File: src/rtl/tuss_pkg.sv
package tuss_pkg;

	localparam int unsigned IDX_W = 16;
	localparam int unsigned DATA_W = 16;

	localparam logic [IDX_W-1:0] IDX_PASSWORD = 16'h0002;
	localparam logic [IDX_W-1:0] IDX_GROUP_SEL = 16'h0003;
	localparam logic [IDX_W-1:0] IDX_RATED_CURRENT = 16'h0004;
	localparam logic [IDX_W-1:0] IDX_SIZE_CODE = 16'h0005;
	localparam logic [IDX_W-1:0] IDX_CAP_ONE = 16'h0006;
	localparam logic [IDX_W-1:0] IDX_CAP_TWO = 16'h0007;
	localparam logic [IDX_W-1:0] IDX_THERMAL = 16'h0008;

	localparam logic [DATA_W-1:0] PASSWORD_RST = 16'h0000;
	localparam logic [DATA_W-1:0] GROUP_SEL_RST = 16'h0000;
	localparam logic THERMAL_RST = 1'b1;

	localparam int unsigned RATED_CURRENT_W = 13;
	localparam int unsigned SIZE_CODE_W = 3;
	localparam logic [DATA_W-1:0] SIZE_CODE_MASK = 16'h0007;
	localparam logic [DATA_W-1:0] RATED_CURRENT_MASK = 16'h1fff;
	localparam logic [DATA_W-1:0] ZERO_WORD = 16'h0000;

	// First capability word bit positions.
	localparam int unsigned CAP1_OVERLOAD = 0;
	localparam int unsigned CAP1_SHORT_DELAY = 1;
	localparam int unsigned CAP1_INSTANT = 2;
	localparam int unsigned CAP1_GROUND_FAULT = 3;
	localparam int unsigned CAP1_MAINT_MODE = 4;
	localparam int unsigned CAP1_OVERRIDE = 5;
	localparam int unsigned CAP1_MOTOR = 7;
	localparam int unsigned CAP1_FOUR_POLE = 8;
	localparam int unsigned CAP1_HEAT_MEM = 9;
	localparam int unsigned CAP1_VOLT_METER = 12;
	localparam int unsigned CAP1_EXTENDED = 13;

	// Second capability word bit positions.
	localparam int unsigned CAP2_SERIAL_BUS = 0;
	localparam int unsigned CAP2_ACCESSORY = 1;
	localparam int unsigned CAP2_IO_EXP = 2;
	localparam int unsigned CAP2_RELAY = 3;
	localparam int unsigned CAP2_ZONE_SEL = 4;
	localparam int unsigned CAP2_DISPLAY = 5;

	localparam int unsigned THERMAL_BIT = 0;

	typedef struct packed {
		logic has_overload_prot;
		logic has_short_delay_prot;
		logic has_instant_prot;
		logic has_ground_fault_prot;
		logic has_maintenance_mode;
		logic has_override_release;
		logic has_motor_prot;
		logic four_pole_flag;
		logic has_heat_memory;
		logic has_voltage_meter;
		logic extended_variant;
		logic has_serial_fieldbus;
		logic has_accessory_link;
		logic has_io_expansion;
		logic has_relay_option;
		logic has_zone_selectivity;
		logic has_local_display;
	} tuss_fit_t;

	typedef struct packed {
		logic wr;
		logic rd;
		logic [IDX_W-1:0] index;
		logic [DATA_W-1:0] wdata;
	} tuss_req_t;

	typedef struct packed {
		logic valid;
		logic error;
		logic [DATA_W-1:0] rdata;
	} tuss_rsp_t;

endpackage : tuss_pkg

File: src/rtl/tuss_regs.sv
module tuss_regs
	import tuss_pkg::*;
(
	input wire logic clk_i,
	input wire logic rst_i,
	input wire tuss_req_t req_i,
	input wire tuss_fit_t fit_i,
	input wire logic [SIZE_CODE_W-1:0] size_code_i,
	input wire logic [RATED_CURRENT_W-1:0] rated_current_i,
	output tuss_rsp_t rsp_o,
	output logic [DATA_W-1:0] access_password_o,
	output logic [DATA_W-1:0] protection_group_select_o,
	output logic thermal_memory_enable_o
);

	////////////////////////////////////////////////////////////////
	// Identification inputs are straps from outside; two flops each.

	tuss_fit_t fit_s1_q;
	tuss_fit_t fit_s2_q;
	logic [SIZE_CODE_W-1:0] size_s1_q;
	logic [SIZE_CODE_W-1:0] size_s2_q;
	logic [RATED_CURRENT_W-1:0] cur_s1_q;
	logic [RATED_CURRENT_W-1:0] cur_s2_q;

	// Straps are meant to be fixed at power-up; a change shows in the words only after two edges.
	always_ff @(posedge clk_i) begin
		if (rst_i) begin
			fit_s1_q <= '0;
			fit_s2_q <= '0;
		end else begin
			fit_s1_q <= fit_i;
			fit_s2_q <= fit_s1_q;
		end
	end

	always_ff @(posedge clk_i) begin
		if (rst_i) begin
			size_s1_q <= '0;
			size_s2_q <= '0;
		end else begin
			size_s1_q <= size_code_i;
			size_s2_q <= size_s1_q;
		end
	end

	always_ff @(posedge clk_i) begin
		if (rst_i) begin
			cur_s1_q <= '0;
			cur_s2_q <= '0;
		end else begin
			cur_s1_q <= rated_current_i;
			cur_s2_q <= cur_s1_q;
		end
	end

	////////////////////////////////////////////////////////////////
	// Read-only word assembly.

	logic [DATA_W-1:0] cap_one;
	logic [DATA_W-1:0] cap_two;
	logic [DATA_W-1:0] size_word;
	logic [DATA_W-1:0] cur_word;

	always_comb begin
		cap_one = ZERO_WORD;
		cap_one[CAP1_OVERLOAD] = fit_s2_q.has_overload_prot;
		cap_one[CAP1_SHORT_DELAY] = fit_s2_q.has_short_delay_prot;
		cap_one[CAP1_INSTANT] = fit_s2_q.has_instant_prot;
		cap_one[CAP1_GROUND_FAULT] = fit_s2_q.has_ground_fault_prot;
		cap_one[CAP1_MAINT_MODE] = fit_s2_q.has_maintenance_mode;
		cap_one[CAP1_OVERRIDE] = fit_s2_q.has_override_release;
		cap_one[CAP1_MOTOR] = fit_s2_q.has_motor_prot;
		cap_one[CAP1_FOUR_POLE] = fit_s2_q.four_pole_flag;
		cap_one[CAP1_HEAT_MEM] = fit_s2_q.has_heat_memory;
		cap_one[CAP1_VOLT_METER] = fit_s2_q.has_voltage_meter;
		cap_one[CAP1_EXTENDED] = fit_s2_q.extended_variant;
	end

	always_comb begin
		cap_two = ZERO_WORD;
		cap_two[CAP2_SERIAL_BUS] = fit_s2_q.has_serial_fieldbus;
		cap_two[CAP2_ACCESSORY] = fit_s2_q.has_accessory_link;
		cap_two[CAP2_IO_EXP] = fit_s2_q.has_io_expansion;
		cap_two[CAP2_RELAY] = fit_s2_q.has_relay_option;
		cap_two[CAP2_ZONE_SEL] = fit_s2_q.has_zone_selectivity;
		cap_two[CAP2_DISPLAY] = fit_s2_q.has_local_display;
	end

	// The masks hold the numeric words to their field widths even if the strap widths are changed.
	always_comb begin
		size_word = {{(DATA_W-SIZE_CODE_W){1'b0}}, size_s2_q} & SIZE_CODE_MASK;
		cur_word = {{(DATA_W-RATED_CURRENT_W){1'b0}}, cur_s2_q} & RATED_CURRENT_MASK;
	end

	////////////////////////////////////////////////////////////////
	// Request decode: one select per mapped index.

	logic rd_req;
	logic wr_req;
	logic sel_password;
	logic sel_group;
	logic sel_rated;
	logic sel_size;
	logic sel_cap_one;
	logic sel_cap_two;
	logic sel_thermal;
	logic ro_index;
	logic known_index;
	logic refuse_wr;
	logic refuse_rd;

	always_comb begin
		rd_req = req_i.rd;
		wr_req = req_i.wr;
		sel_password = (req_i.index == IDX_PASSWORD);
		sel_group = (req_i.index == IDX_GROUP_SEL);
		sel_rated = (req_i.index == IDX_RATED_CURRENT);
		sel_size = (req_i.index == IDX_SIZE_CODE);
		sel_cap_one = (req_i.index == IDX_CAP_ONE);
		sel_cap_two = (req_i.index == IDX_CAP_TWO);
		sel_thermal = (req_i.index == IDX_THERMAL);
	end

	// Identification words are never stored here, so refusing the write only sets the error flag in the response.
	always_comb begin
		ro_index = sel_rated || sel_size || sel_cap_one || sel_cap_two;
		known_index = ro_index || sel_password || sel_group || sel_thermal;
		refuse_wr = ro_index || !known_index;
		refuse_rd = !known_index || sel_password;
	end

	////////////////////////////////////////////////////////////////
	// Writable settings.

	always_ff @(posedge clk_i) begin
		if (rst_i) begin
			access_password_o <= PASSWORD_RST;
		end else if (wr_req && sel_password) begin
			access_password_o <= req_i.wdata;
		end
	end

	always_ff @(posedge clk_i) begin
		if (rst_i) begin
			protection_group_select_o <= GROUP_SEL_RST;
		end else if (wr_req && sel_group) begin
			protection_group_select_o <= req_i.wdata;
		end
	end

	// Defaults to on: a trip unit that forgets its heat history after reset is the unsafe choice.
	// Only bit 0 of the written word is kept; the other bits are dropped.
	always_ff @(posedge clk_i) begin
		if (rst_i) begin
			thermal_memory_enable_o <= THERMAL_RST;
		end else if (wr_req && sel_thermal) begin
			thermal_memory_enable_o <= req_i.wdata[THERMAL_BIT];
		end
	end

	////////////////////////////////////////////////////////////////
	// Response: one cycle after each request, read data or refusal.

	tuss_rsp_t rsp_d;
	logic [DATA_W-1:0] rdata_sel;

	// The password and unmapped indices read as zero.
	always_comb begin
		rdata_sel = ZERO_WORD;
		if (sel_group) begin
			rdata_sel = protection_group_select_o;
		end
		if (sel_rated) begin
			rdata_sel = cur_word;
		end
		if (sel_size) begin
			rdata_sel = size_word;
		end
		if (sel_cap_one) begin
			rdata_sel = cap_one;
		end
		if (sel_cap_two) begin
			rdata_sel = cap_two;
		end
		if (sel_thermal) begin
			rdata_sel = {{(DATA_W-1){1'b0}}, thermal_memory_enable_o};
		end
	end

	// A write answers with zero data; only the error flag tells the master that it was refused.
	always_comb begin
		rsp_d = '0;
		rsp_d.valid = rd_req || wr_req;
		if (wr_req) begin
			rsp_d.error = refuse_wr;
		end else if (rd_req) begin
			rsp_d.error = refuse_rd;
			rsp_d.rdata = rdata_sel;
		end
	end

	always_ff @(posedge clk_i) begin
		if (rst_i) begin
			rsp_o <= '0;
		end else begin
			rsp_o <= rsp_d;
		end
	end

endmodule : tuss_regs

File: config.mk
export PLATFORM = sky130hd
export DESIGN_NAME = tuss_regs
export DESIGN_NICKNAME = d
export VERILOG_FILES = /design/src/rtl/tuss_pkg.sv /design/src/rtl/tuss_regs.sv
export SDC_FILE = /design/constraint.sdc
export NUM_CORES = 1
export LEC_CHECK = 0
export BUFFER_PORTS_ARGS = -buffer_cell sky130_fd_sc_hd__clkbuf_2
export CAP_MARGIN = 20
export CORE_AREA = 2 2 98 100
export DETAILED_ROUTE_END_ITERATION = 10
export DIE_AREA = 0 0 100 102
export GPL_TIMING_DRIVEN = 1
export PLACE_DENSITY = 0.74
export SLEW_MARGIN = 20
export SYNTH_ARGS = -nofsm -noshare
export SYNTH_HDL_FRONTEND = slang
export SYNTH_SLANG_ARGS = --single-unit
File: constraint.sdc
create_clock -name clk_i -period 2 [get_ports clk_i]
set_input_delay 0.3 -clock clk_i [delete_from_list [all_inputs] [get_ports clk_i]]
set_output_delay 0.3 -clock clk_i [all_outputs]
set_load 0.05 [all_outputs]
### After elaboration in Yosys (flattened, before gate mapping)

Index checks and enable logic that the tools add are counted.

* divide/modulo/power cells: 0
* multipliers: 0
* shift-type cells: 0
* bitwise operators: 2
* muxes and demuxes: 8
* $add $sub $neg: 0
* reduce and logical (&&, ||, !) cells: 18
* eq/ne operators: 7
* magnitude comparators: 0

Operator list (number)
* $mux W16: 6
* $eq A16 B3 Y1 const B: 4
* $eq A16 B2 Y1 const B: 2
* $mux W17: 1
* $eq A16 B4 Y1 const B: 1
* $logic_or A1 B1 Y1: 9
* $reduce_or A9 Y1: 1
* $reduce_or A7 Y1: 1
* $reduce_or A5 Y1: 1
* $reduce_or A4 Y1: 1
* $logic_and A1 B1 Y1: 3
* $reduce_or A3 Y1: 1
* $not A1 Y1: 2
* $logic_not A1 Y1: 1
* $mux W1: 1

* latch bits: 0
* input bits: 69
* word-level logic and storage cells: 83
* bits in registers: 117
* memory bits (writable): 0
* memories: 0
* bits in read-only memories: 0

### Longest topological paths before layout

* depth in word-level cells: 11
* depth in mapped cells: 6
* mapped depth without buffers: 4

### Worst setup path before layout

OpenSTA, ideal clock, no wires.

* path kind: input -> register
* start: input req_i[31] in the netlist's numbering
* end: register rsp_o[3] in the netlist's numbering
* arrival time: 1.679 ns
* slack: 0.240 ns
* cell stages on the path: 5
* cells stage by stage: or4_4 > nor4_4 > buf_4 > a22oi_2 > a211oi_2

* cells in the longest elaborated chain, start to end: 6

Ends and longest elaborated chain
* from (decl): line tuss_regs.sv:6 `input wire tuss_req_t req_i,`
* $eq A16 B2 Y1: line tuss_regs.sv:117 `sel_group = (req_i.index == IDX_GROUP_SEL);`
* $mux W16: line tuss_regs.sv:171 `if (sel_group) begin`
* $mux W16: line tuss_regs.sv:174 `if (sel_rated) begin`
* $mux W16: line tuss_regs.sv:177 `if (sel_size) begin`
* $mux W16: line tuss_regs.sv:180 `if (sel_cap_one) begin`
* $mux W16: line tuss_regs.sv:183 `if (sel_cap_two) begin`
* to (signal assigned): line tuss_regs.sv:207 `rsp_o <= rsp_d;`
* to (decl): line tuss_regs.sv:10 `output tuss_rsp_t rsp_o,`

Parallel ways exist; a longest one is shown, timed or not.
A chain may end at the register's enable or synchronous reset.

### Worst setup path in the final report

* start: register protection_group_select_o[3]
* end: output protection_group_select_o[3]

RTL lines
* from (decl): line tuss_regs.sv:12 `output logic [DATA_W-1:0] protection_group_select_o,`
* from (signal assigned): line tuss_regs.sv:148 `protection_group_select_o <= req_i.wdata;`

No word-level cell between the ends.

==> flow_metrics.py <==
metrics = {
    "run_status": {
        "outcome": "finished, final reports clean",
    },
    "synth": {
        "synth-seq-cells": 117,
        "synth_top_area_share_pct": 58.1,
        "synth_nets": 464,
        "synthMuxAreaShare_pct": 1.64,
        "ys_top_cells_by_area": "dfxtp_1, nor2b_1, a21oi_1, nand3_1, o21ai_0",
        "yosys_warnings": 0,
        "synth-async-reset-ratio_pct": 0,
        "synth_compound_area_share_pct": 14.1,
        "synth_top_family_by_area": "simple AND/OR/NAND/NOR gates",
        "synth_top_area_cell": "dfxtp_1",
        "synthAdderAreaFrac_pct": 0,
        "syn_area_um2": 4030,
        "synth-simple-area-share_pct": 23.0,
        "synth_xor_area_share_pct": 0,
        "synth_edf_count": 0,
        "synth-seq-area-share_pct": 58.1,
        "synth_cells": 395,
        "avgSynthCellArea_um2": 10.2,
        "synthFlopType": "dfxtp_1",
        "synth_cell_types": 44,
    },
    "clocking": {
        "clk_pin_slew_worst_paths_ns": 0.06,
        "cts_tree": "built",
        "post_cts_buffers": 0,
        "cts.htree.levels": 4,
        "cts_inserted_buffers": 17,
        "cts_sinks": 117,
        "clock_path_buffers": 2,
        "clk_latency_ns": 0.50,
        "root_buffer": "clkbuf_8",
    },
    "routing": {
        "initialDrtViolationCount": 138,
        "detail-route-antenna-nets": 0,
        "vias_per_cell": 5.02,
        "post_drt_wl_per_cell_um": 14.3,
        "num_vias": 3315,
        "dr.pass1.iters": 4,
        "wl_um": 9440,
        "drc_errors": 0,
    },
    "finish": {
        "diodes": 0,
        "drive_gt1_share_pct": 32.1,
        "stdcell_count": 660,
        "area_delta_synth_final_pct": 36.4,
        "fin_nets": 605,
    },
    "sta": {
        "max_slew.worst_pin.slew_ns": 0.612,
        "tns_ns": 0,
        "setup_violations": 0,
        "drv_slew": 0,
        "fin_crit_sh_pct": 75.7,
        "fmax_ghz": 0.661,
        "hold_viol": 0,
        "fin_crit_ns": 1.51,
        "relSlewSlack_pct": 59.2,
        "rsz0062_at_grt": "no",
        "finClkSkew_ns": 0.00995,
    },
    "critical_path": {
        "critical_path_arrival_ns": 1.21,
        "path_class": "register to output port",
        "critPathBufInv": 1,
        "path_cells": "clkbuf_2",
        "worstPathRequired_ns": 1.70,
        "slowest_stage": "dfxtp_1",
        "cp-start-kind": "register",
        "path_max_fanout": 3,
        "cpPeakStageDelay_ns": 0.40,
        "crit_path_end_kind": "output port",
        "cp_top_family": "flip-flops",
    },
    "die": {
        "initial_core_util_pct": 44.3,
        "die-area_um2": 10200,
        "pin_count": 120,
        "num_rows": 35,
        "die_w_um": 100,
        "core_um2": 9110,
        "die_y_um": 102,
    },
    "global_route": {
        "grtUsageMet3_pct": 5.88,
        "grt_pass1_wl_um": 14800,
        "use_met1_pct": 22.2,
        "antenna_found_initial": 0,
        "grt_use_met2_pct": 31.7,
        "grt_max_degree": 68,
        "grt_overflow": 0,
        "busiest_layer": "met2",
        "grt_use_total_pct": 18.7,
        "grt_pass1_vias": 3114,
    },
    "placement": {
        "place_congestion": 0.852,
        "place_hpwl_um": 6660,
        "io_buffers": 119,
        "place_inst": 611,
    },
    "flow_run": {
        "maxCapViolations": 0,
    },
    "pwr": {
        "leakage_nw": 2.25,
        "total_power_w": 0.00540,
        "cellPowerDensity_nw_per_um2": 981,
        "ir_worst_vdd_mv": 0.656,
    },
    "hold_path": {
        "hold_path.class": "input pin to register",
    },
}
synth_stat cells (2+ instances only):
cell type,count
nand2b_1,4
a32oi_1,2
buf_4,2
nor2_1,14
a21oi_1,34
nor2b_1,70
o21ai_0,29
nor3b_1,2
a22o_1,4
nand3_1,33
nor4_4,2
buf_2,4
o221ai_1,2
a22oi_1,8
nor4_1,6
mux4_2,2
a221oi_2,2
nand2_1,4
inv_1,4
o21ai_1,5
nor3_2,2
dfxtp_1,117
or4_4,3
clkbuf_1,19
and3_1,2
where the power goes:
group	leakage [nW]	switching, W	internal, W
logic	1.04	0.000130	0.000132
clock network	0.251	0.00106	0.00166
registers	0.957	0.0000144	0.00240
timing repair:
item	in CTS	in global routing
hold buffers	17	0
hold endpoints to repair	17	0
gates resized for setup	0	0
path summary, 6_finish.rpt:
check                                       startpoint                            to  slack (ns)  cells past startpoint
max          protection_group_select_o[3]$_SDFFE_PP0P_  protection_group_select_o[3]        0.49                      1
min                                 rated_current_i[1]        cur_s1_q[1]$_SDFF_PP0_        0.01                      2
max reg2reg                      cap_two[2]$_SDFF_PP0_           rsp_o[2]$_SDFF_PP0_        0.88                      3
min reg2reg                     fit_s1_q[4]$_SDFF_PP0_         cap_two[1]$_SDFF_PP0_        0.43                      1
layout make-up:
class	instances	area, um^2
Sequential cell	117	2340
Tap cell	111	139
Clock buffer	19	422
Timing Repair Buffer	148	883
Multi-Input combinational cell	248	1570
Inverter	4	15.0
Fill cell	758	3610
Clock inverter	13	129
cell families (layout without fill, tap and decap cells):
| group | after synthesis | after routing |
|---|---|---|
| and+or+nand+nor | 151 | 151 |
| DFF | 117 | 117 |
| AOI/OAI and AO/OA | 93 | 93 |
| buffers and inverters | 30 | 184 |
| muxes | 4 | 4 |
layout by cell type, fill, tap and decap left out, types with 5 or more instances in the layout:
cell type,synthesis,routed
a21oi_1,34,34
a22oi_1,8,8
buf_4,2,11
clkbuf_16,0,16
clkbuf_2,0,118
clkinv_4,0,5
clkinvlp_4,0,5
dfxtp_1,117,117
dlygate4sd3_1,0,17
nand3_1,33,33
nor2_1,14,14
nor2b_1,70,70
nor4_1,6,6
o21ai_0,29,29
o21ai_1,5,5
through the flow:
| step | setup WS, ns | cell area (um^2) | hold WS (ns) | util (%) |
|---|---|---|---|---|
| 2_1_floorplan | 0.240 | 4030 | 0.377 | - |
| 6_report | 0.486 | 5500 | 0.0138 | 60.4 |
| 3_3_place_gp | 0.0681 | 4780 | 0.424 | 52.5 |
| 4_1_cts | 0.466 | 5500 | 0.000766 | 60.4 |
| 3_5_place_dp | 0.00311 | 4780 | 0.422 | 52.5 |
| 5_1_grt | 0.421 | 5500 | 0.00456 | 60.4 |
sequential cells by signal, summed over array words and instances (netlist names):
name	flops
cap_two	6
cur_s2_q	13
size_s2_q	3
protection_group_select_o	16
cur_s1_q	13
access_password_o	16
fit_s1_q	17
thermal_memory_enable_o	1
size_s1_q	3
cap_one	11
rsp_o	18
metal layers:
layer | wire length (um) | share of wire [%]
met1 | 3980 | 42
met2 | 4610 | 49
met3 | 756 | 8.0
met4 | 97 | 1.0
met5 | 0 | 0
Note: power is estimated with default switching activity, not from simulation.
